$ cat config.mk
export PLATFORM = sky130hd
export DESIGN_NAME = core_flags
export DESIGN_NICKNAME = d
export VERILOG_FILES = /design/src/core_flags.v /design/src/edge_event.v /design/src/pc_unit.v
export VERILOG_INCLUDE_DIRS = /design/src /design/src/src
export SDC_FILE = /design/constraint.sdc
export NUM_CORES = 1
export LEC_CHECK = 0
export BUFFER_PORTS_ARGS = -buffer_cell sky130_fd_sc_hd__buf_2
export CELL_PAD_IN_SITES_DETAIL_PLACEMENT = 0
export CELL_PAD_IN_SITES_GLOBAL_PLACEMENT = 1
export CORE_ASPECT_RATIO = 1.4
export CORE_MARGIN = 1
export CORE_UTILIZATION = 41
export CTS_BUF_LIST = sky130_fd_sc_hd__clkbuf_16
export CTS_CLUSTER_SIZE = 16
export DETAILED_ROUTE_END_ITERATION = 8
export PLACE_DENSITY_LB_ADDON = 0.08
export SKIP_CTS_REPAIR_TIMING = 1
export SYNTH_ARGS = -nofsm -noshare
export SYNTH_HDL_FRONTEND = slang
export SYNTH_SLANG_ARGS = --single-unit
$ cat constraint.sdc
create_clock -name CLK_I -period 2.1 [get_ports CLK_I]
set_input_delay 0.21 -clock CLK_I [delete_from_list [all_inputs] [get_ports CLK_I]]
set_output_delay 0.21 -clock CLK_I [all_outputs]
set_load 0.1 [all_outputs]
$ cat src/core_flags_regs.vh
// Register map, field positions and reset values of the core flag block.
// Assumes inclusion by bare name from the design files.
`ifndef CORE_FLAGS_REGS_VH
`define CORE_FLAGS_REGS_VH

`define ADDR_W 4
`define ADDR_FLAGS2 4'h0
`define ADDR_PWRCTL 4'h1
`define ADDR_PCLOW 4'h2
`define ADDR_PCLATCH 4'h3
`define ADDR_IRQ_MASK 4'h4
`define ADDR_PC_HIGH 4'h5

`define BIT_OSC_FAIL 7
`define BIT_CMP_B 6
`define BIT_CMP_A 5
`define BIT_NV_DONE 4
`define FLAGS2_IMPL 8'hF0

`define BIT_WAKE_EN 5
`define BIT_SBOR_EN 4
`define BIT_POR_STAT 1
`define BIT_BOR_STAT 0
`define PWRCTL_IMPL 8'h33

`define BOR_CFG_SOFT 2'h1
`define PC_W 13
`define LATCH_W 5
`define LATCH_RESET 5'h00
`define PC_RESET 13'h0000
`define GOTO_W 11
`define BYTE_ZERO 8'h00

`endif

$ cat src/core_flags.v
// Flag, power control and program counter registers of the core.
// Assumes one clock per instruction cycle and separate reset cause pulses.
`timescale 1ns/1ns
`include "core_flags_regs.vh"
module core_flags (
  // Clock and reset
  input wire CLK_I,
  input wire RST_B_I,
  // Reset causes
  input wire POR_PULSE_I,
  input wire BOR_PULSE_I,
  input wire [1:0] BOR_CFG_I,
  // Events
  input wire OSC_FAIL_I,
  input wire CMP_A_I,
  input wire CMP_B_I,
  input wire NV_DONE_I,
  // Register port
  input wire [`ADDR_W-1:0] ADDR_I,
  input wire [7:0] WDATA_I,
  input wire WR_I,
  input wire RD_I,
  output reg [7:0] RDATA_O,
  // Program flow
  input wire ADVANCE_I,
  input wire JUMP_I,
  input wire [`GOTO_W-1:0] TARGET_I,
  output wire [`PC_W-1:0] PC_O,
  // Control outputs
  output wire WAKE_EN_O,
  output wire BOR_EN_O,
  output wire IRQ_O
);
  reg [7:0] flags;
  reg [7:0] mask;
  reg wake_en;
  reg sbor_en;
  reg por_stat;
  reg bor_stat;
  reg [`LATCH_W-1:0] latch;
  reg [7:0] next_flags;
  wire osc_lvl;
  wire nv_lvl;
  wire cmp_a_chg;
  wire cmp_b_chg;
  wire osc_chg;
  wire nv_chg;
  wire wr_flags = WR_I && (ADDR_I == `ADDR_FLAGS2);
  wire wr_pwr = WR_I && (ADDR_I == `ADDR_PWRCTL);
  wire wr_low = WR_I && (ADDR_I == `ADDR_PCLOW);
  wire [7:0] pwr_view;

  edge_event u_cmp_a (.clk_i(CLK_I), .rst_b_i(RST_B_I), .async_i(CMP_A_I),
    .level_o(), .change_o(cmp_a_chg));
  edge_event u_cmp_b (.clk_i(CLK_I), .rst_b_i(RST_B_I), .async_i(CMP_B_I),
    .level_o(), .change_o(cmp_b_chg));
  edge_event u_osc (.clk_i(CLK_I), .rst_b_i(RST_B_I), .async_i(OSC_FAIL_I),
    .level_o(osc_lvl), .change_o(osc_chg));
  edge_event u_nv (.clk_i(CLK_I), .rst_b_i(RST_B_I), .async_i(NV_DONE_I),
    .level_o(nv_lvl), .change_o(nv_chg));

  pc_unit #(.PC_W(`PC_W)) u_pc (
    .clk_i(CLK_I),
    .rst_b_i(RST_B_I),
    .advance_i(ADVANCE_I),
    .low_write_i(wr_low),
    .low_data_i(WDATA_I),
    .jump_i(JUMP_I),
    .target_i(TARGET_I),
    .latch_i(latch),
    .pc_o(PC_O)
  );

  // Flag update, set beats clear
  always @* begin
    next_flags = flags;
    if (wr_flags) begin
      next_flags = WDATA_I & `FLAGS2_IMPL;
    end
    if (osc_chg && !osc_lvl) begin
      next_flags[`BIT_OSC_FAIL] = 1'b1;
    end
    if (cmp_b_chg) begin
      next_flags[`BIT_CMP_B] = 1'b1;
    end
    if (cmp_a_chg) begin
      next_flags[`BIT_CMP_A] = 1'b1;
    end
    if (nv_chg && !nv_lvl) begin
      next_flags[`BIT_NV_DONE] = 1'b1;
    end
    next_flags = next_flags & `FLAGS2_IMPL;
  end

  always @(posedge CLK_I or negedge RST_B_I) begin
    if (!RST_B_I) begin
      flags <= `BYTE_ZERO;
      mask <= `BYTE_ZERO;
      latch <= `LATCH_RESET;
    end else begin
      flags <= next_flags;
      if (WR_I && ADDR_I == `ADDR_IRQ_MASK) begin
        mask <= WDATA_I & `FLAGS2_IMPL;
      end
      if (WR_I && ADDR_I == `ADDR_PCLATCH) begin
        latch <= WDATA_I[`LATCH_W-1:0];
      end
    end
  end

  // Power control; reset causes arrive as synchronous pulses
  always @(posedge CLK_I or negedge RST_B_I) begin
    if (!RST_B_I) begin
      wake_en <= 1'b0;
      sbor_en <= 1'b1;
      por_stat <= 1'b0;
      bor_stat <= 1'b0;
    end else if (POR_PULSE_I) begin
      wake_en <= 1'b0;
      sbor_en <= 1'b1;
      por_stat <= 1'b0;
      bor_stat <= 1'b0;
    end else begin
      if (wr_pwr) begin
        wake_en <= WDATA_I[`BIT_WAKE_EN];
        sbor_en <= WDATA_I[`BIT_SBOR_EN];
        por_stat <= WDATA_I[`BIT_POR_STAT];
        bor_stat <= WDATA_I[`BIT_BOR_STAT];
      end
      if (BOR_PULSE_I) begin
        bor_stat <= 1'b0;
      end
    end
  end

  assign pwr_view = {2'b00, wake_en, sbor_en, 2'b00, por_stat, bor_stat};
  assign WAKE_EN_O = wake_en;
  assign BOR_EN_O = sbor_en && (BOR_CFG_I == `BOR_CFG_SOFT);
  assign IRQ_O = |(flags & mask);

  // Read data one cycle after the strobe, zero otherwise
  always @(posedge CLK_I or negedge RST_B_I) begin
    if (!RST_B_I) begin
      RDATA_O <= `BYTE_ZERO;
    end else if (RD_I) begin
      case (ADDR_I)
        `ADDR_FLAGS2: RDATA_O <= flags;
        `ADDR_PWRCTL: RDATA_O <= pwr_view;
        `ADDR_PCLOW: RDATA_O <= PC_O[7:0];
        `ADDR_PCLATCH: RDATA_O <= {3'b000, latch};
        `ADDR_IRQ_MASK: RDATA_O <= mask;
        default: RDATA_O <= `BYTE_ZERO;
      endcase
    end else begin
      RDATA_O <= `BYTE_ZERO;
    end
  end
endmodule

$ cat src/edge_event.v
// Three-stage synchroniser with agreement check and change detector.
// Assumes an asynchronous input and a single clock domain.
`timescale 1ns/1ns
`include "core_flags_regs.vh"
module edge_event (
  input wire clk_i,
  input wire rst_b_i,
  input wire async_i,
  output reg level_o,
  output wire change_o
);
  reg meta;
  reg s2;
  reg s3;
  always @(posedge clk_i or negedge rst_b_i) begin
    if (!rst_b_i) begin
      meta <= 1'b0;
      s2 <= 1'b0;
      s3 <= 1'b0;
      level_o <= 1'b0;
    end else begin
      meta <= async_i;
      s2 <= meta;
      s3 <= s2;
      if (s2 == s3) begin
        level_o <= s3;
      end
    end
  end
  assign change_o = (s2 == s3) && (s3 != level_o);
endmodule

$ cat src/pc_unit.v
// Program counter with high latch loading on low-byte writes and jumps.
// Assumes the core presents one load request per instruction cycle.
`timescale 1ns/1ns
`include "core_flags_regs.vh"
module pc_unit #(
  parameter PC_W = `PC_W
) (
  input wire clk_i,
  input wire rst_b_i,
  input wire advance_i,
  input wire low_write_i,
  input wire [7:0] low_data_i,
  input wire jump_i,
  input wire [`GOTO_W-1:0] target_i,
  input wire [`LATCH_W-1:0] latch_i,
  output reg [PC_W-1:0] pc_o
);
  reg [PC_W-1:0] next_pc;
  always @* begin
    next_pc = pc_o;
    if (low_write_i) begin
      next_pc = {latch_i, low_data_i};
    end else if (jump_i) begin
      next_pc = {latch_i[4:3], target_i};
    end else if (advance_i) begin
      next_pc = pc_o + {{(PC_W-1){1'b0}}, 1'b1};
    end
  end
  always @(posedge clk_i or negedge rst_b_i) begin
    if (!rst_b_i) begin
      pc_o <= `PC_RESET;
    end else begin
      pc_o <= next_pc;
    end
  end
endmodule

**Word level (Yosys, flattened, before mapping)**

Cells that the tools add are included.

- Output and inout port bits: 24
- Register bits: 54

- Add/subtract/negate cells: 1
- Equal/unequal tests: 13
- Multiplexer cells: 19
- Bitwise gates (word level): 1
- Reduce and logical (&&, ||, !) cells: 23

Operators by type and width:

| cell | count |
|---|---|
| $pmux 8 s5 | 1 |
| $mux 13 | 3 |
| $mux 8 | 2 |
| $add 13x1->13 const B | 1 |
| $mux 1 | 13 |
| $logic_and 1x1->1 | 12 |
| $reduce_bool 2->1 | 5 |
| $and 8x8->8 | 1 |
| $eq 4x2->1 const B | 2 |
| $reduce_or 8->1 | 1 |
| $reduce_bool 3->1 | 2 |
| $eq 1x1->1 | 4 |
| $eq 4x1->1 const B | 1 |
| $eq 4x3->1 const B | 1 |
| $logic_not 4->1 | 1 |
| $ne 1x1->1 | 4 |
| $eq 2x1->1 const B | 1 |
| $logic_not 1->1 | 2 |

**Depth between registers and ports, before layout**

- Depth after elaboration: 5
- Mapped depth: 6

**Hierarchy**

Synthesis repeated with hierarchy kept, for this count alone.

- Cells, all modules: 239
- Area total of the unflattened synthesis: 2701.3 µm²

Modules (own cells, without submodules):

| module | area each (µm²) | instances | seq. area each (µm²) | cells each |
|---|---|---|---|---|
| core_flags | 1302.5 | 1 | 626.9 | 107 |
| pc_unit | 888.4 | 1 | 325.3 | 100 |
| edge_event | 127.6 | 4 | 100.1 | 8 |

**Least setup slack after synthesis**

Ideal clock, no wire load.

- Path kind: reg-to-reg
- From: register u_pc.pc_o[0]
- To: register u_pc.pc_o[12]
- Library setup time: 0.082 ns
- Stages on the path, launching flop included: 6
- Buffers on the path: 0
- Clock period less this slack: 2.444 ns
- Path slack: -0.344 ns
- Data arrival time: 2.362 ns
- Data required time: 2.018 ns
- Cell sequence: dfrtp_1 > ha_1 > nand2_2 > or4_1 > or3_1 > a31oi_1

- Word-level cells in the longest chain between the ends: 4

RTL lines:

| item | RTL line | text |
|---|---|---|
| from (decl) | pc_unit.v:16 | `output reg [PC_W-1:0] pc_o` |
| from (signal assigned) | pc_unit.v:31 | `` pc_o <= `PC_RESET; `` |
| from (signal assigned) | pc_unit.v:33 | `pc_o <= next_pc;` |
| $add 13x1->13 | pc_unit.v:26 | `next_pc = pc_o + {{(PC_W-1){1'b0}}, 1'b1};` |
| $mux 13 | pc_unit.v:25 | `end else if (advance_i) begin` |
| $mux 13 | pc_unit.v:23 | `end else if (jump_i) begin` |
| $mux 13 | pc_unit.v:21 | `if (low_write_i) begin` |

No other way between the ends. The select of a mux whose other input is x is not followed.
A chain may end at the register's enable or synchronous reset.

**Final worst setup path**

Ends and elaborated chain as after synthesis.

==> impl_metrics.csv <==
group,metric,value,unit
routing,wire_per_inst,16.64,um
clock_network,cts-root-buf,"clkbuf_16",
routing,drt_iter0_drc,111,
global_routing,antenna_found_initial,0,
clock_network,h-tree-depth,2,
timing,min_period,1.854,ns
finish,drive_above_1_share,0.2900,
clock_network,insertion_delay,0.29,ns
hold_path,hold_path.class,"in2async",
synthesis,syn_area,2536,um^2
clock_network,tritoncts,"done",
finish,antenna_cells,0,
synthesis,synth-main-ff-cell,"dfrtp_1",
timing,setup_violations,0,
finish,nFillCells,550,
finish,fin_nets,337,
synthesis,ys_seq_area_frac,0.5333,
worst_setup_path,crit_type,"reg2reg",
global_routing,grt_max_degree,31,
synthesis,async_flop_share,1.000,
timing,slew_viol_final,0,
timing,skew,0.007053,ns
worst_setup_path,cp.required,2.32,ns
timing,hold_viol_final,28,
worst_setup_path,r2r_cells,5,
finish,mostFrequentLayoutCell,"buf_2",
synthesis,synth-seq-cells,54,
run,drv_cap,0,
global_routing,grt_pass1_vias,1953,
finish,post-route-util,0.5253,
routing,drc,0,
timing,fin_crit_sh,0.8830,
placed_design,numPortBuffers,60,
power,power.density,938.7,nW/um^2
die,core_area,5904,um^2
worst_setup_path,r2r-end,"u_pc.pc_o[12]",
power,vdd_ir_drop_max,440.6,uV
die,boundaryPins,61,
synthesis,avgSynthCellArea,10.66,um^2
worst_setup_path,start_kind,"flop",
worst_setup_path,startpoint,"u_pc.pc_o[0]",
run_status,failed_checks,"hold timing",
power,leakage,1.398,nW
die,die_height,95.06,um
synthesis,yosys_warnings,0,
power,total_power,2.912,mW
die,die_area,6509,um^2
worst_setup_path,crit_path_end,"u_pc.pc_o[12]",
worst_setup_path,r2r_start,"u_pc.pc_o[0]",
routing,totalWireLength,6.156,mm
worst_setup_path,r2r_setup_slack,0.25,ns
finish,layout_common_cells,"60 x buf_2, 43 x dfrtp_1, 27 x nand2_1",
worst_setup_path,worstPathMaxFanout,6,
routing,firstDrtPassIters,4,
clock_network,numCtsBuffers,5,
routing,antenna_left,0,
global_routing,track_usage,0.2096,
clock_network,numClockSinks,54,
synthesis,synth_edf_count,0,
synthesis,synthCells,238,
global_routing,grt_pass1_wl,9.735,mm
routing,vias,2015,
timing,rsz0062_at_grt,"no",
synthesis,syn-num-nets,276,
finish,multi_input_area,1122,um^2
worst_setup_path,end_kind,"flop",
die,rows,33,
finish,layout.cells.non_filler,370,
routing,via_per_inst,5.446,
placed_design,gp_congestion,0.8198,
timing,fmax,539.3,MHz
placed_design,hpwl,4.662,mm
clock_network,cts_buffer_depth,2,
placed_design,dp.cells,362,
run_status,status,"finished, violations left",
finish,area_delta_synth_final,22.30,%
timing,worst_pin_slew,0.7327,ns
synthesis,ys_types,44,
die,start_util,0.4295,
timing,slew_headroom,0.5116,
finish,regArea,1365,um^2
die,dieWidth,68.47,um
timing,holdWs,-0.02746,ns
global_routing,grt.overflow.total,0,
clock_network,path_clk_slew,0.07,ns
worst_setup_path,cp.arrival,2.07,ns
worst min-delay path by stage:
stage                     cells after the start       endpoint  startpoint
final                                         1  u_pc.pc_o[12]     RST_B_I
after global routing                          1      u_nv.meta   NV_DONE_I
after CTS                                     1  u_pc.pc_o[11]     RST_B_I
after detailed placement                      1  u_pc.pc_o[11]     RST_B_I
after global placement                        1  u_pc.pc_o[11]     RST_B_I
after floorplan                               0     RDATA_O[0]     RST_B_I
cells in the mapped netlist (3+ instances only):
cell type / n / area, um^2
a211oi_1: 3 / 22.52
dfrtp_1: 53 / 1326
nand2_1: 27 / 101.4
mux2i_1: 14 / 140.1
a21oi_1: 8 / 40.04
nand4_1: 3 / 18.77
mux2_1: 11 / 123.9
o21ai_0: 3 / 15.01
nand3_1: 7 / 35.03
o31ai_1: 3 / 22.52
inv_1: 5 / 18.77
xnor2_1: 5 / 43.79
nor2_1: 16 / 60.06
o21a_1: 3 / 22.52
maj3_1: 4 / 40.04
or4_1: 3 / 22.52
o21ai_1: 12 / 60.06
a31oi_1: 3 / 18.77
clkbuf_1: 6 / 22.52
nor3_1: 10 / 50.05
o211ai_1: 3 / 22.52
nand3b_1: 6 / 45.04
nor2b_1: 3 / 18.77
a22oi_1: 4 / 30.03
metrics by stage:
step            TNS, ns  worst slack, ns  area, um^2  hold slack [ns]
2_1_floorplan  -0.02010         -0.02010        2549         -0.08559
3_3_place_gp          0           0.3093        2937           0.3083
3_5_place_dp          0           0.2583        2937           0.3111
4_1_cts               0           0.2419        3102        -0.001729
5_1_grt               0           0.1481        3102          0.01528
6_report              0           0.2458        3102         -0.02746
kinds of logic (layout without fill, tap and decap cells):
logic type / count (synthesis) / count (layout) / synth area share
simple gates: 86 / 86 / 0.1737
flops: 54 / 54 / 0.5333
buf+inv: 15 / 77 / 0.02417
fa+ha+maj: 5 / 5 / 0.02072
mux: 26 / 26 / 0.1130
compound gates: 47 / 47 / 0.1179
xor+xnor: 5 / 5 / 0.01727
cell type report:
class,count,area share
clock buffers,5,0.04034
clock inverters,3,0.01291
repair buffers,64,0.1105
multi-input cells,169,0.3618
inverters,5,0.006051
well taps,70,0.02824
flip-flops and latches,54,0.4401
worst max-delay path, cell delays in order, from the launching register on:
cell and delay, ns:
dfrtp_2 0.42, ha_1 0.22, nand2_2 0.11, or4_1 0.55
or3_1 0.32, a31oi_1 0.16
flip-flops by register name (all words and copies together) (netlist names), 4 cells and up:
register,cells
RDATA_O,8
flags,4
latch,5
mask,4
u_pc.pc_o,13
metal layers:
| layer | vias up | global-route usage | routed length [um] |
|---|---|---|---|
| met1 | 994 | 0.2465 | 2534 |
| met2 | 40 | 0.3750 | 3328 |
| met3 | 6 | 0.03947 | 215 |
| met5 | - | 0 | 0 |
| met4 | 0 | 0.06250 | 78 |
| li1 | 975 | - | - |
where the power goes:
| group | internal, mW | total (mW) | switching (mW) |
|---|---|---|---|
| clock network | 0.558 | 0.923 | 0.365 |
| registers | 1.15 | 1.26 | 0.110 |
| logic | 0.187 | 0.728 | 0.541 |
| total | 1.90 | 2.91 | 1.02 |
No activity file was read; power rests on OpenSTA's default activity.
